File: src/rtl/rdc_regs_pkg.sv
// Shared constants and types of the converter register bank.
// Assumes one 20 MHz clock domain and an 8-bit host data port.
package rdc_regs_pkg;
   // Register offsets on the host data port.
   localparam logic [7:0] ANGLE_HIGH_BYTE_OFS = 8'h80;
   localparam logic [7:0] ANGLE_LOW_BYTE_OFS = 8'h81;
   localparam logic [7:0] SPEED_HIGH_BYTE_OFS = 8'h82;
   localparam logic [7:0] SPEED_LOW_BYTE_OFS = 8'h83;
   localparam logic [7:0] SIGNAL_FLOOR_LIMIT_OFS = 8'h88;
   localparam logic [7:0] AMPLITUDE_CEILING_LIMIT_OFS = 8'h89;
   localparam logic [7:0] AMPLITUDE_SPREAD_LIMIT_OFS = 8'h8a;
   localparam logic [7:0] TRACKER_MAX_PRESET_OFS = 8'h8b;
   localparam logic [7:0] TRACKER_MIN_PRESET_OFS = 8'h8c;
   localparam logic [7:0] TRACKING_ERROR_SET_LIMIT_OFS = 8'h8d;
   localparam logic [7:0] TRACKING_ERROR_CLEAR_LIMIT_OFS = 8'h8e;
   localparam logic [7:0] EXCITATION_RATE_WORD_OFS = 8'h91;
   localparam logic [7:0] OPERATING_SETTINGS_OFS = 8'h92;
   localparam logic [7:0] SOFTWARE_RESTART_OFS = 8'hf0;
   localparam logic [7:0] FAULT_FLAGS_OFS = 8'hff;
   // Threshold store: index of each 7-bit threshold in the store.
   localparam int THR_COUNT = 7;
   localparam logic [2:0] THR_FLOOR = 3'h0;
   localparam logic [2:0] THR_CEILING = 3'h1;
   localparam logic [2:0] THR_SPREAD = 3'h2;
   localparam logic [2:0] THR_MAX_PRESET = 3'h3;
   localparam logic [2:0] THR_MIN_PRESET = 3'h4;
   localparam logic [2:0] THR_SLIP_SET = 3'h5;
   localparam logic [2:0] THR_SLIP_CLEAR = 3'h6;
   // Voltage thresholds in millivolts, step of one code.
   localparam int THR_STEP_MV = 38;
   localparam int FLOOR_DEFAULT_MV = 2200;
   localparam int CEILING_DEFAULT_MV = 4100;
   localparam int SPREAD_DEFAULT_MV = 380;
   localparam int MIN_PRESET_DEFAULT_MV = 3990;
   localparam int MAX_PRESET_DEFAULT_MV = 2280;
   // Nearest code to a voltage.
   localparam int FLOOR_DEFAULT_I = (FLOOR_DEFAULT_MV + THR_STEP_MV / 2) / THR_STEP_MV;
   localparam int CEILING_DEFAULT_I = (CEILING_DEFAULT_MV + THR_STEP_MV / 2) / THR_STEP_MV;
   localparam int SPREAD_DEFAULT_I = (SPREAD_DEFAULT_MV + THR_STEP_MV / 2) / THR_STEP_MV;
   localparam int MIN_PRESET_DEFAULT_I = (MIN_PRESET_DEFAULT_MV + THR_STEP_MV / 2) / THR_STEP_MV;
   localparam int MAX_PRESET_DEFAULT_I = (MAX_PRESET_DEFAULT_MV + THR_STEP_MV / 2) / THR_STEP_MV;
   localparam logic [6:0] FLOOR_DEFAULT = FLOOR_DEFAULT_I[6:0];
   localparam logic [6:0] CEILING_DEFAULT = CEILING_DEFAULT_I[6:0];
   localparam logic [6:0] SPREAD_DEFAULT = SPREAD_DEFAULT_I[6:0];
   localparam logic [6:0] MIN_PRESET_DEFAULT = MIN_PRESET_DEFAULT_I[6:0];
   localparam logic [6:0] MAX_PRESET_DEFAULT = MAX_PRESET_DEFAULT_I[6:0];
   // Tracking thresholds in hundredths of a degree; step per resolution.
   localparam int SLIP_STEP_10_CD = 35;
   localparam int SLIP_STEP_12_CD = 14;
   localparam int SLIP_STEP_14_CD = 9;
   localparam int SLIP_CLEAR_10_CD = 250;
   localparam int SLIP_SET_10_CD = 1250;
   localparam int SLIP_CLEAR_12_CD = 100;
   localparam int SLIP_SET_12_CD = 500;
   localparam int SLIP_CLEAR_14_CD = 50;
   localparam int SLIP_SET_14_CD = 250;
   localparam int SLIP_SET_DEFAULT_I = (SLIP_SET_12_CD + SLIP_STEP_12_CD / 2) / SLIP_STEP_12_CD;
   localparam int SLIP_CLEAR_DEFAULT_I = (SLIP_CLEAR_12_CD + SLIP_STEP_12_CD / 2) / SLIP_STEP_12_CD;
   localparam logic [6:0] SLIP_SET_DEFAULT = SLIP_SET_DEFAULT_I[6:0];
   localparam logic [6:0] SLIP_CLEAR_DEFAULT = SLIP_CLEAR_DEFAULT_I[6:0];
   // Control register fields and power-up values.
   localparam logic [7:0] SETTINGS_RESET = 8'h7e;
   localparam logic [7:0] RATE_WORD_RESET = 8'h28;
   localparam int SET_HYST_BIT = 4;
   localparam int SET_RES_LSB = 0;
   // Fault register bit positions.
   localparam int FLT_FLOOR_BIT = 6;
   localparam int FLT_CEILING_BIT = 5;
   localparam int FLT_SPREAD_BIT = 4;
   localparam int FLT_SLIP_BIT = 3;
   // Resolution codes.
   typedef enum logic [1:0] {
      RES_10 = 2'b00,
      RES_12 = 2'b01,
      RES_14 = 2'b10,
      RES_16 = 2'b11
   } resolution_t;
   // Analog-side measurements entering the bank.
   typedef struct packed {
      logic [15:0] angle;
      logic [15:0] speed;
      logic [6:0] amplitude;
      logic [6:0] tracking_error;
      logic clipped;
      logic overspeed;
      logic phase_slip;
   } measure_t;
   // Host port word, one byte per access.
   typedef struct packed {
      logic wr;
      logic rd;
      logic [7:0] data;
   } host_req_t;
endpackage

File: src/rtl/threshold_store.sv
// Seven-entry store of 8-bit threshold words with registered read data.
// Assumes writes and reads come from the bank's host decoder.
module threshold_store (
   input wire logic clk,
   input wire logic nrst,
   input wire logic wr_en,
   input wire logic [2:0] wr_idx,
   input wire logic [7:0] wr_data,
   input wire logic [2:0] rd_idx,
   output logic [7:0] rd_data,
   output logic [rdc_regs_pkg::THR_COUNT*7-1:0] values
);
   import rdc_regs_pkg::*;
   logic [7:0] mem_q [THR_COUNT];
   logic [7:0] rd_q;
   // Power-up code of each entry, top bit holds parity of the low seven.
   function automatic logic [7:0] preset(input int i);
      logic [6:0] v;
      v = 7'h00;
      unique case (i)
         0: v = FLOOR_DEFAULT;
         1: v = CEILING_DEFAULT;
         2: v = SPREAD_DEFAULT;
         3: v = MAX_PRESET_DEFAULT;
         4: v = MIN_PRESET_DEFAULT;
         5: v = SLIP_SET_DEFAULT;
         default: v = SLIP_CLEAR_DEFAULT;
      endcase
      return {^v, v};
   endfunction
   // One flop word per entry, loaded on a matching write.
   for (genvar g = 0; g < THR_COUNT; g++) begin : g_ent
      always_ff @(posedge clk or negedge nrst) begin
         if (!nrst) begin
            mem_q[g] <= preset(g);
         end else if (wr_en && wr_idx == 3'(g)) begin
            mem_q[g] <= wr_data;
         end
      end
      assign values[g*7 +: 7] = mem_q[g][6:0];
   end
   // Read data leaves through a register.
   always_ff @(posedge clk or negedge nrst) begin
      if (!nrst) begin
         rd_q <= 8'h00;
      end else begin
         rd_q <= (int'(rd_idx) < THR_COUNT) ? mem_q[rd_idx] : 8'h00;
      end
   end
   assign rd_data = rd_q;
endmodule

File: src/rtl/fault_monitor.sv
// Amplitude and tracking fault detection from programmed thresholds.
// Assumes amplitude and error samples are in threshold code units.
module fault_monitor (
   input wire logic clk,
   input wire logic nrst,
   input wire logic clear,
   input wire logic [6:0] amplitude,
   input wire logic [6:0] tracking_error,
   input wire logic [6:0] floor_lim,
   input wire logic [6:0] ceiling_lim,
   input wire logic [6:0] spread_lim,
   input wire logic [6:0] max_preset,
   input wire logic [6:0] min_preset,
   input wire logic [6:0] slip_set,
   input wire logic [6:0] slip_clear,
   output logic amp_low,
   output logic amp_high,
   output logic amp_spread,
   output logic slip
);
   logic [6:0] min_q;
   logic [6:0] max_q;
   logic slip_q;
   logic [6:0] spread;
   always_ff @(posedge clk or negedge nrst) begin
      if (!nrst) begin
         min_q <= 7'h7f;
         max_q <= 7'h00;
      end else if (clear) begin
         min_q <= min_preset;
         max_q <= max_preset;
      end else begin
         min_q <= (amplitude < min_q) ? amplitude : min_q;
         max_q <= (amplitude > max_q) ? amplitude : max_q;
      end
   end
   assign spread = (max_q > min_q) ? 7'(max_q - min_q) : 7'h00;
   assign amp_spread = spread > spread_lim;
   assign amp_low = amplitude < floor_lim;
   assign amp_high = amplitude > ceiling_lim;
   always_ff @(posedge clk or negedge nrst) begin
      if (!nrst) begin
         slip_q <= 1'b0;
      end else if (tracking_error > slip_set) begin
         slip_q <= 1'b1;
      end else if (tracking_error < slip_clear) begin
         slip_q <= 1'b0;
      end
   end
   assign slip = slip_q;
endmodule

File: src/rtl/rdc_register_bank.sv
// Register bank of a resolver-to-digital converter: results, thresholds, control and faults.
// Assumes a host writing and reading bytes on the data port, and analog-side measurements.
module rdc_register_bank (
   input wire logic clk,
   input wire logic nrst,
   input wire logic mode_select_lo,
   input wire logic mode_select_hi,
   input wire logic precision_sel_0,
   input wire logic precision_sel_1,
   input wire logic sample_strobe,
   input wire rdc_regs_pkg::host_req_t host_req,
   input wire rdc_regs_pkg::measure_t measure,
   output logic [7:0] host_rdata,
   output logic [15:0] result_word,
   output rdc_regs_pkg::resolution_t resolution,
   output logic hysteresis_on,
   output logic [7:0] excitation_rate,
   output logic [7:0] settings_word,
   output logic restart_pulse,
   output logic degradation_n,
   output logic slip_n
);
   import rdc_regs_pkg::*;

   logic strobe_q;
   logic [15:0] angle_q;
   logic [15:0] speed_q;
   logic [7:0] addr_q;
   logic [7:0] rate_q;
   logic [7:0] settings_q;
   logic [7:0] faults_q;
   logic [7:0] rdata_q;
   logic [7:0] low_hold_q;
   logic [7:0] store_rd;
   logic [THR_COUNT*7-1:0] thr;
   logic restart_q;
   logic clear_q;
   logic [7:0] thr_word;

   logic config_mode;
   logic strobe_fall;
   logic wr_addr;
   logic wr_data;
   logic rd_go;
   logic [15:0] res_mask;
   logic [15:0] angle_in;
   logic thr_hit;
   logic [2:0] thr_idx;
   logic [7:0] data_word;
   logic amp_low;
   logic amp_high;
   logic amp_spread;
   logic slip;
   logic [7:0] fault_now;
   logic [7:0] rd_mux;
   logic rd_is_thr;
   logic rd_is_thr_q;

   assign config_mode = mode_select_lo & mode_select_hi;

   assign resolution = config_mode ? resolution_t'({settings_q[SET_RES_LSB], settings_q[SET_RES_LSB + 1]})
      : resolution_t'({precision_sel_0, precision_sel_1});
   assign hysteresis_on = settings_q[SET_HYST_BIT];

   // Mask of the valid high-order position bits at each resolution.
   always_comb begin
      res_mask = 16'hffff;
      unique case (resolution)
         RES_10: res_mask = 16'hffc0;
         RES_12: res_mask = 16'hfff0;
         RES_14: res_mask = 16'hfffc;
         RES_16: res_mask = 16'hffff;
      endcase
   end

   assign angle_in = hysteresis_on ? (measure.angle & res_mask) : measure.angle;

   assign strobe_fall = strobe_q & ~sample_strobe;

   // Strobe history for edge detection.
   always_ff @(posedge clk or negedge nrst) begin
      if (!nrst) begin
         strobe_q <= 1'b0;
      end else begin
         strobe_q <= sample_strobe;
      end
   end

   always_ff @(posedge clk or negedge nrst) begin
      if (!nrst) begin
         angle_q <= 16'h0000;
         speed_q <= 16'h0000;
      end else if (strobe_fall) begin
         angle_q <= angle_in;
         speed_q <= measure.speed;
      end
   end

   // Normal-mode parallel output: position or velocity, chosen by mode_select_hi alone.
   always_ff @(posedge clk or negedge nrst) begin
      if (!nrst) begin
         result_word <= 16'h0000;
      end else begin
         result_word <= mode_select_hi ? speed_q : angle_q;
      end
   end

   assign wr_addr = host_req.wr & config_mode & host_req.data[7];
   assign wr_data = host_req.wr & config_mode & ~host_req.data[7];
   assign rd_go = host_req.rd & config_mode;

   assign data_word = {^host_req.data[6:0], host_req.data[6:0]};

   // Pointer register of the last address word written.
   always_ff @(posedge clk or negedge nrst) begin
      if (!nrst) begin
         addr_q <= 8'h00;
      end else if (wr_addr) begin
         addr_q <= host_req.data;
      end
   end

   // Threshold index for the current pointer.
   assign thr_hit = (addr_q >= SIGNAL_FLOOR_LIMIT_OFS) && (addr_q <= TRACKING_ERROR_CLEAR_LIMIT_OFS);
   assign thr_idx = 3'(addr_q - SIGNAL_FLOOR_LIMIT_OFS);

   threshold_store u_store (
      .clk(clk),
      .nrst(nrst),
      .wr_en(wr_data & thr_hit),
      .wr_idx(thr_idx),
      .wr_data(data_word),
      .rd_idx(thr_idx),
      .rd_data(store_rd),
      .values(thr)
   );

   // Rate word and settings, both parity-carrying data words.
   always_ff @(posedge clk or negedge nrst) begin
      if (!nrst) begin
         rate_q <= RATE_WORD_RESET;
         settings_q <= SETTINGS_RESET;
      end else if (wr_data && addr_q == EXCITATION_RATE_WORD_OFS) begin
         rate_q <= data_word;
      end else if (wr_data && addr_q == OPERATING_SETTINGS_OFS) begin
         settings_q <= data_word;
      end
   end
   assign excitation_rate = rate_q;
   assign settings_word = settings_q;

   // Restart pulse when the restart address itself is written.
   always_ff @(posedge clk or negedge nrst) begin
      if (!nrst) begin
         restart_q <= 1'b0;
      end else begin
         restart_q <= wr_addr && host_req.data == SOFTWARE_RESTART_OFS;
      end
   end
   assign restart_pulse = restart_q;

   fault_monitor u_mon (
      .clk(clk),
      .nrst(nrst),
      .clear(clear_q),
      .amplitude(measure.amplitude),
      .tracking_error(measure.tracking_error),
      .floor_lim(thr[THR_FLOOR*7 +: 7]),
      .ceiling_lim(thr[THR_CEILING*7 +: 7]),
      .spread_lim(thr[THR_SPREAD*7 +: 7]),
      .max_preset(thr[THR_MAX_PRESET*7 +: 7]),
      .min_preset(thr[THR_MIN_PRESET*7 +: 7]),
      .slip_set(thr[THR_SLIP_SET*7 +: 7]),
      .slip_clear(thr[THR_SLIP_CLEAR*7 +: 7]),
      .amp_low(amp_low),
      .amp_high(amp_high),
      .amp_spread(amp_spread),
      .slip(slip)
   );

   // Live fault conditions in register bit order.
   assign fault_now = {measure.clipped, amp_low, amp_high, amp_spread, slip,
      measure.overspeed, measure.phase_slip, 1'b0};

   // fault clear detect
   // An address word written while the pointer already holds the fault register, or a restart, counts as the clear.
   always_ff @(posedge clk or negedge nrst) begin
      if (!nrst) begin
         clear_q <= 1'b0;
      end else begin
         clear_q <= (wr_addr && addr_q == FAULT_FLAGS_OFS) || restart_q;
      end
   end

   // Sticky faults; a new fault in the clear cycle wins over the clear.
   always_ff @(posedge clk or negedge nrst) begin
      if (!nrst) begin
         faults_q <= 8'h00;
      end else if (clear_q) begin
         faults_q <= fault_now;
      end else begin
         faults_q <= faults_q | fault_now;
      end
   end
   assign degradation_n = ~|{faults_q[7:4], faults_q[2:1]};
   assign slip_n = ~faults_q[FLT_SLIP_BIT];

   always_ff @(posedge clk or negedge nrst) begin
      if (!nrst) begin
         low_hold_q <= 8'h00;
      end else if (rd_go && addr_q == ANGLE_HIGH_BYTE_OFS) begin
         low_hold_q <= angle_q[7:0];
      end else if (rd_go && addr_q == SPEED_HIGH_BYTE_OFS) begin
         low_hold_q <= speed_q[7:0];
      end
   end

   always_comb begin
      rd_mux = 8'h00;
      unique case (addr_q)
         ANGLE_HIGH_BYTE_OFS: rd_mux = angle_q[15:8];
         ANGLE_LOW_BYTE_OFS: rd_mux = low_hold_q;
         SPEED_HIGH_BYTE_OFS: rd_mux = speed_q[15:8];
         SPEED_LOW_BYTE_OFS: rd_mux = low_hold_q;
         EXCITATION_RATE_WORD_OFS: rd_mux = {^rate_q, rate_q[6:0]};
         OPERATING_SETTINGS_OFS: rd_mux = {^settings_q, settings_q[6:0]};
         FAULT_FLAGS_OFS: rd_mux = faults_q;
         default: rd_mux = 8'h00;
      endcase
   end

   // Read data register; the threshold path comes from the registered store read in the same cycle as other reads.
   always_ff @(posedge clk or negedge nrst) begin
      if (!nrst) begin
         rdata_q <= 8'h00;
         rd_is_thr_q <= 1'b0;
      end else begin
         rdata_q <= rd_go ? rd_mux : (rd_is_thr_q ? thr_word : rdata_q);
         rd_is_thr_q <= rd_go & rd_is_thr;
      end
   end
   assign rd_is_thr = thr_hit;
   assign thr_word = {^store_rd, store_rd[6:0]};

   assign host_rdata = rd_is_thr_q ? thr_word : rdata_q;
endmodule

File: config.mk
export PLATFORM = sky130hd
export DESIGN_NAME = rdc_register_bank
export DESIGN_NICKNAME = d
export VERILOG_FILES = /design/src/rtl/rdc_regs_pkg.sv /design/src/rtl/threshold_store.sv /design/src/rtl/fault_monitor.sv /design/src/rtl/rdc_register_bank.sv
export SDC_FILE = /design/constraint.sdc
export NUM_CORES = 1
export LEC_CHECK = 0
export ABC_AREA = 1
export BUFFER_PORTS_ARGS = -buffer_cell sky130_fd_sc_hd__buf_4
export CAP_MARGIN = 20
export CORE_MARGIN = 1.5
export CORE_UTILIZATION = 35
export CTS_BUF_LIST = sky130_fd_sc_hd__clkbuf_8
export CTS_CLUSTER_DIAMETER = 60
export DETAILED_ROUTE_END_ITERATION = 7
export GPL_TIMING_DRIVEN = 0
export PLACE_DENSITY = 0.52
export SLEW_MARGIN = 20
export SYNTH_ARGS = -nofsm -noshare
export SYNTH_HDL_FRONTEND = slang
export SYNTH_SLANG_ARGS = --single-unit
File: constraint.sdc
create_clock -name clk -period 3.3 [get_ports clk]
set_input_delay 0.66 -clock clk [delete_from_list [all_inputs] [get_ports clk]]
set_output_delay 0.66 -clock clk [all_outputs]
set_load 0.005 [all_outputs]
==> flow_summary_export.csv, run 1 <==
group,metric,value,unit
yosys,synth_area_per_cell,8.06,µm²
die,boundaryPins,112,
yosys,netlist-cell-type-count,41,
grt,first_global_vias,7960,
yosys,simple_logic_cell_fraction_of_the_synthesized_area,21.0,%
grt,grt_antenna_before_repair,0,
timing,fin_skew,0.0212,ns
drt,avgViaCountPerCell,4.96,
cells_and_area,filler_cell_count,2840,
timing,finalSetupViolations,0,
timing,slew_violations,0,
yosys,synth_xor_area_share,1.90,%
grt,use_met2,33.3,%
cells_and_area,post_route_cells_drive_above_1_share,17.6,%
cells_and_area,insertedDiodeCount,0,
worst_setup_path,crit_type,"register to register",
timing,timing.slew.headroom,35.8,%
cells_and_area,most_common_library_cell_in_the_layout_ignoring_fill_and_taps,"nand2_1",
yosys,synth_async_sr_flop_share,100,%
die,start_util,35.7,%
die,die_area,0.0286,mm²
grt,global_route_wire_length_before_repair,44400,µm
clocking,number_of_buffers_inserted_by_post_cts_setup_repair,0,
yosys,number_of_flops_mapped_to_enable_cells_by_yosys,0,
flow_run,drv_cap,0,
timing,period_share,89.7,%
place,detailed_place.area,0.0110,mm²
clocking,ctsRootBufferMaster,"clkbuf_8",
clocking,clk_pin_slew_worst_paths,0.11,ns
clocking,cts_inserted_buffers,17,
clocking,clock_tree_from_tritoncts,"yes",
cells_and_area,post_route_design_area,0.0113,mm²
die,std_cell_rows,60,
worst_setup_path,startpoint_type,"register",
place,place.port_buffers,111,
pwr,power.sequential.fraction,40.9,%
worst_setup_path,critical_path.endpoint_type,"register",
timing,max_freq,338,MHz
yosys,synthesis.yosys.warnings,0,
yosys,synth-seq-area-share,46.6,%
yosys,largest_family_of_logic_cells_by_synthesized_area,"simple AND/OR/NAND/NOR gates",
clocking,post_cts_resize_count,0,
yosys,syn_inst,1199,
clocking,cts_buffer_depth,2,
pwr,p_int,0.00406,W
grt,grt_most_used_layer,"met2",
drt,routed_wire_length_per_instance,17.1,µm
yosys,mappedNetlistNets,1323,
die,die_w,169,µm
cells_and_area,area_growth,17.3,%
yosys,synth-seq-cells,178,
die,placeableCoreArea,0.0270,mm²
pwr,leakagePower,5.33,nW
pwr,power_frac_clock,22.2,%
drt,detail_route.first_pass.iterations,4,
timing,rsz0062_at_grt,"no",
yosys,synth-compound-area-share,15.1,%
pwr,power_density,593,mW/mm²
yosys,synth.cell_area,0.00966,mm²
timing,final_hold_viol_count,0,
pwr,ir_drop,426,µV
clocking,holdBufCountCts,0,
cells_and_area,layout.nets,1454,
place,gp_routability_congestion,0.829,
worst_setup_path,cp.required,3.62,ns
yosys,synthAdderAreaFrac,7.59,%
die,chipHeight,169,µm
worst_setup_path,crit_path_max_fanout,7,
yosys,synth.area.mux_share,0.233,%
clocking,tritoncts_num_sinks,178,
grt,met3_usage,3.39,%
drt,via_count,8345,
cells_and_area,layout.cells.most_common_list,"nand2_1 (350), dfrtp_1 (139), inv_1 (133), buf_4 (113), o21ai_0 (98)",
worst_setup_path,worst_ep_arrival_time,3.28,ns
yosys,dominantRegCellSynth,"dfrtp_1",
worst_setup_path,r2r_cells,15,
pwr,net-switching-power,0.00266,W
pwr,pwr-share-comb,36.9,%
timing,finalWorstPathRequiredPeriod,2.96,ns
grt,global_route.overflow_total,0,
clocking,cts_max_level,4,
timing,final.setup.tns,0,ns
place,detailed_place_hpwl,22000,µm
drt,drtIter0Drc,532,
min_path,hp-class,"primary input to asynchronous set/reset pin",
pwr,p_sw_share,39.6,%
drt,number_of_nets_with_antenna_violations_after_detailed_routing,0,
outcome,run_status,"completed",
grt,use_met1,27.9,%
clocking,clock_latency,0.47,ns
drt,wl,28800,µm
timing,max_slew.worst_pin.slew,0.957,ns
grt,grt_max_degree,97,
drt,total_drc_errors_in_the_routed_layout,0,
grt,gr-usage-all-layers,20.3,%
synthesized netlist by cell type, types with 4 or more instances:
| cell | number | area share (%) |
|---|---|---|
| a21oi_1 | 46 | 2.4 |
| a22oi_1 | 4 | 0.31 |
| buf_2 | 10 | 0.52 |
| clkbuf_1 | 26 | 1.0 |
| dfrtp_1 | 139 | 36 |
| dfstp_2 | 39 | 11 |
| ha_1 | 57 | 7.4 |
| inv_1 | 133 | 5.2 |
| inv_2 | 9 | 0.35 |
| nand2_1 | 350 | 14 |
| nand2_2 | 10 | 0.65 |
| nand3_1 | 42 | 2.2 |
| nand3_4 | 4 | 0.73 |
| nand4_1 | 6 | 0.39 |
| nor2_1 | 45 | 1.7 |
| nor2_2 | 4 | 0.26 |
| nor2_4 | 4 | 0.47 |
| nor3_1 | 4 | 0.21 |
| o211ai_1 | 11 | 0.85 |
| o21ai_0 | 98 | 5.1 |
| o21ai_1 | 82 | 4.2 |
| o21bai_1 | 5 | 0.39 |
| o22ai_1 | 23 | 1.5 |
| or2_2 | 4 | 0.26 |
| xnor2_1 | 13 | 1.2 |
| xor2_1 | 8 | 0.73 |
worst paths after layout:
| check | startpoint | to | slack (ns) |
|---|---|---|---|
| hold reg to reg | u_store.values[43] | u_store.values[43] | 0.48 |
| setup / recovery | u_mon.min_q[2] | faults_q[4] | 0.34 |
| hold / removal | nrst | speed_q[9] | 0.18 |
| min in group clk | sample_strobe | strobe_q | 0.31 |
| setup reg to reg | u_mon.min_q[2] | faults_q[4] | 0.34 |
| max in group asynchronous | nrst | u_store.values[9] | 2.21 |
routing by layer:
metal,up-vias,wire [µm]
met5,-,0
met4,0,477
met3,24,1070
met2,187,13400
met1,3966,13800
li1,4168,-
sequential cells by signal, indices dropped and copies added, names as in the netlist:
signal           count
u_mon.min_q          7
rdata_q              8
rd_is_thr_q          1
u_store.mem_q        7
excitation_rate      8
low_hold_q           8
clear_q              1
u_store.values      49
restart_pulse        1
addr_q               8
result_word         16
u_mon.max_q          7
strobe_q             1
u_mon.slip           1
faults_q             7
angle_q             16
u_store.rd_data      8
speed_q             16
settings_word        8
cell type report:
class | instances | area, µm² | area share, %
sequential | 178 | 4500 | 39.7
multi-input combinational | 833 | 4420 | 39.1
timing repair buffer | 112 | 868 | 7.66
inverter | 146 | 551 | 4.86
tap | 341 | 427 | 3.77
clock buffer | 17 | 234 | 2.07
buffer | 42 | 181 | 1.60
clock inverter | 15 | 141 | 1.25
power groups by stage:
stage	combinational (W)	sequential, W	clock, W
after CTS	0.00252	0.00275	0.00153
final	0.00248	0.00275	0.00149
after floorplan	0.00173	0.00273	0
after global routing	0.00286	0.00279	0.00162
after global placement	0.00245	0.00279	0
after detailed placement	0.00250	0.00279	0
logic make-up after synthesis:
group	after synthesis
AND/OR/NAND/NOR	479
XOR/XNOR	21
multiplexers	2
adder cells (fa/ha/maj)	58
AO/OA/AOI/OAI	273
buffers and inverters	188
flip-flops	178
through the flow:
stage / utilization [%] / power [W] / std cells / setup slack [ns] / hold WS (ns)
after floorplan: - / 0.00446 / 1199 / 0.873 / 0.364
after global placement: 40.4 / 0.00524 / 1651 / 0.210 / 0.462
after detailed placement: 40.5 / 0.00530 / 1652 / 0.165 / 0.465
after CTS: 41.9 / 0.00679 / 1684 / 0.299 / 0.194
after global routing: 41.9 / 0.00726 / 1684 / 0.0848 / 0.209
final: 41.9 / 0.00672 / 1684 / 0.340 / 0.178
critical path, cell delays in order, from the launching register on:
cell and delay, ns:
dfstp_2 0.55, inv_1 0.06, ha_1 0.35, nand2_1 0.06, o21ai_0 0.32, nand2_1 0.09
o211ai_1 0.10, nand2_1 0.18, nor3_1 0.22, ha_1 0.28, a21oi_1 0.12, o21ai_0 0.10
nand3_1 0.08, o211ai_1 0.09, nand2_1 0.13, o21ai_0 0.10
Power figures use the tool's default switching activity.
==> run 2, diff against run 1 <==
ABC_AREA = 0   (was 1)
PLACE_DENSITY = 0.53   (was 0.52)
==> flow_summary_export.csv, run 2 <==
group,metric,value,unit
drt,avgViaCountPerCell,4.99,
yosys,simple_logic_cell_fraction_of_the_synthesized_area,12.1,%
clocking,cts_buffer_depth,2,
cells_and_area,layout.nets,1162,
cells_and_area,area_growth,19.3,%
clocking,clk_pin_slew_worst_paths,0.11,ns
grt,global_route_wire_length_before_repair,40600,µm
cells_and_area,multiInputGateArea,0.00450,mm²
timing,finalSetupViolations,0,
worst_setup_path,critical_path.endpoint_type,"register",
timing,hold_slack_final,0.0837,ns
grt,global_route.overflow_total,0,
yosys,synth-seq-area-share,48.0,%
clocking,holdBufCountCts,0,
timing,slew_violations,0,
yosys,number_of_flops_mapped_to_enable_cells_by_yosys,0,
die,std_cell_rows,59,
worst_setup_path,critical_path.startpoint,"u_mon.min_q[0]",
yosys,synth-seq-cells,178,
die,die_area,0.0278,mm²
clocking,ctsRootBufferMaster,"clkbuf_8",
worst_setup_path,worst_ep_arrival_time,3.47,ns
flow_run,drv_cap,0,
cells_and_area,register_area,0.00450,mm²
clocking,clock_latency,0.49,ns
worst_setup_path,worst_setup_path_endpoint,"faults_q[4]",
worst_setup_path,register_to_register_setup_slack,0.19,ns
cells_and_area,most_common_library_cell_in_the_layout_ignoring_fill_and_taps,"nand2_1",
outcome,run_status,"complete, but fails checks",
die,placeableCoreArea,0.0262,mm²
pwr,power_density,607,mW/mm²
grt,first_global_vias,7095,
yosys,synth_area_per_cell,10.4,µm²
place,detailed_place_hpwl,19300,µm
yosys,dominantRegCellSynth,"dfrtp_1",
worst_setup_path,cp_num_cells,13,
yosys,synth_xor_area_share,2.52,%
yosys,mappedNetlistNets,1028,
drt,via_count,6923,
place,detailed_place.area,0.0107,mm²
worst_setup_path,startpoint_type,"register",
yosys,largest_family_of_logic_cells_by_synthesized_area,"multiplexers",
timing,fin_skew,0.0321,ns
pwr,leakagePower,5.37,nW
drt,number_of_nets_with_antenna_violations_after_detailed_routing,0,
cells_and_area,post_route_design_area,0.0112,mm²
worst_setup_path,cp.required,3.67,ns
yosys,synth_top_cells_by_count,"nand2_1 (163), dfrtp_1 (139), o21ai_0 (66)",
yosys,synthesis.yosys.warnings,0,
yosys,synth.most_common_cell,"nand2_1",
yosys,synth.cell_area,0.00937,mm²
grt,grt_antenna_before_repair,0,
cells_and_area,insertedDiodeCount,0,
timing,timing.slew.headroom,38.4,%
drt,wl,25600,µm
yosys,synthAdderAreaFrac,7.82,%
worst_setup_path,crit_type,"register to register",
yosys,netlist-cell-type-count,53,
min_path,hp-class,"primary input to asynchronous set/reset pin",
cells_and_area,layout.cells.most_common_list,"nand2_1 (163), dfrtp_1 (139), buf_4 (113), o21ai_0 (64), mux2_2 (62)",
worst_setup_path,cp_num_buf_inv,1,
yosys,synth-compound-area-share,10.1,%
timing,max_freq,322,MHz
timing,finalWorstPathRequiredPeriod,3.11,ns
yosys,synth_async_sr_flop_share,100,%
worst_setup_path,worstReg2RegStart,"u_mon.min_q[0]",
place,gp_routability_congestion,0.851,
die,die_w,167,µm
drt,drtIter0Drc,349,
outcome,violations_in_the_final_reports,"DRC",
yosys,synth_top_area_share,37.1,%
clocking,clock_tree_from_tritoncts,"yes",
yosys,syn_inst,904,
timing,final_hold_viol_count,0,
clocking,tritoncts_num_sinks,178,
worst_setup_path,cpPeakStageDelay,0.58,ns
cells_and_area,fin_util,42.7,%
worst_setup_path,critical_path.reg2reg.endpoint,"faults_q[4]",
worst_setup_path,crit_path_max_fanout,4,
cells_and_area,post_route_cells_drive_above_1_share,26.2,%
drt,detail_route.first_pass.iterations,8,
pwr,ir_drop,325,µV
timing,rsz0062_at_grt,"no",
worst_setup_path,r2r_cells,13,
timing,period_share,94.2,%
drt,total_drc_errors_in_the_routed_layout,3,
place,place.port_buffers,111,
die,start_util,35.8,%
yosys,synth.largest_area_cell,"dfrtp_1",
cells_and_area,filler_cell_count,2530,
drt,routed_wire_length_per_instance,18.5,µm
clocking,cts_inserted_buffers,17,
grt,gr-usage-all-layers,19.2,%
cells_and_area,largest_register_ffs,49,
worst_setup_path,crit_path_max_delay_family,"compound AO/OA/AOI/OAI gates",
grt,grt_max_degree,68,
die,boundaryPins,112,
timing,max_slew.worst_pin.slew,0.924,ns
worst_setup_path,worst_path_max_delay_cell,"dfstp_2",
worst_setup_path,crit_chain,"ha_1 > inv_1 > fa_1 > a21o_1 > a21oi_1 > o21bai_1 > a21oi_1 > xor2_1 > nor2_1 > ha_1 > nand3_1 > or2_2 > a22o_1",
yosys,synthTopCellsByArea,"dfrtp_1 (37%), dfstp_2 (11%), ha_1 (7.6%)",
yosys,synth.area.mux_share,15.3,%
clocking,cts_max_level,4,
die,chipHeight,167,µm
[run 2: cell count changes after synthesis, moves of 11 or more]
cell,change
nand2_1,-187
o21ai_0,-32
nand3_1,-30
inv_1,-73
mux2_2,+60
a21o_1,+12
o22ai_1,-22
mux2i_1,+48
o21a_1,+11
o21ai_1,-81
[run 2: cell families after synthesis]
family / after synthesis
AOI/OAI and AO/OA: 157
xor gates and xnor gates: 27
adders and majority gates: 58
buffers and inverters: 100
DFF: 178
muxes: 123
and+or+nand+nor: 261
[run 2: stage by stage]
step | setup TNS [ns] | instances | setup slack, ns | power [W]
6_report | 0 | 1386 | 0.192 | 0.00679
3_3_place_gp | -0.115 | 1350 | -0.115 | 0.00504
5_1_grt | 0 | 1386 | 0.0249 | 0.00728
4_1_cts | 0 | 1384 | 0.0865 | 0.00677
2_1_floorplan | 0 | 904 | 0.325 | 0.00433
3_5_place_dp | -0.129 | 1352 | -0.129 | 0.00508
[run 2: cell type report]
class	count	share of cell area (%)
clock inverters	15	2.04
flip-flops and latches	178	40.3
repair buffers	115	8.14
clock buffers	17	2.09
plain buffers	40	1.45
well taps	335	3.75
inverters	60	2.01
multi-input cells	626	40.3
[run 2: where the power goes]
group | total [W] | internal, W | switching, W
registers | 0.00275 | 0.00254 | 0.000217
clock network | 0.00166 | 0.000673 | 0.000987
logic | 0.00238 | 0.00111 | 0.00127
[run 2: worst register-to-register path, delay by kind of cell (launching register included)]
| family | cells | cell delay (ns) |
|---|---|---|
| adders and majority gates | 3 | 0.84 |
| AOI/OAI and AO/OA | 5 | 0.92 |
| and+or+nand+nor | 3 | 0.43 |
| xor gates and xnor gates | 1 | 0.17 |
| DFF | 1 | 0.58 |
| buffers and inverters | 1 | 0.05 |
[run 2: how the worst min path moves through the flow]
| stage | slack [ns] | endpoint | start | cells past startpoint |
|---|---|---|---|---|
| after floorplan | 0.36 | addr_q[0] | nrst | 0 |
| after global placement | 0.44 | faults_q[3] | u_mon.slip | 1 |
| after detailed placement | 0.45 | faults_q[3] | u_mon.slip | 1 |
| after CTS | 0.1 | u_store.values[39] | nrst | 1 |
| after global routing | 0.1 | u_store.values[38] | nrst | 1 |
| final | 0.08 | u_store.values[38] | nrst | 1 |
[run 2: repair_timing]
| item | in CTS | in global routing |
|---|---|---|
| pin swaps | 0 | 1 |
| setup endpoints to repair | 1 | 1 |
| gates resized for setup | 2 | 3 |
| buffers inserted | 0 | 2 |
[run 2: per-layer routing]
layer	up-vias	GRT usage, %	wire length (µm)
met5	-	0	0
met4	0	4.15	207
met3	18	3.02	1000
met2	127	30.3	11700
met1	3404	27.7	12600
li1	3374	-	-
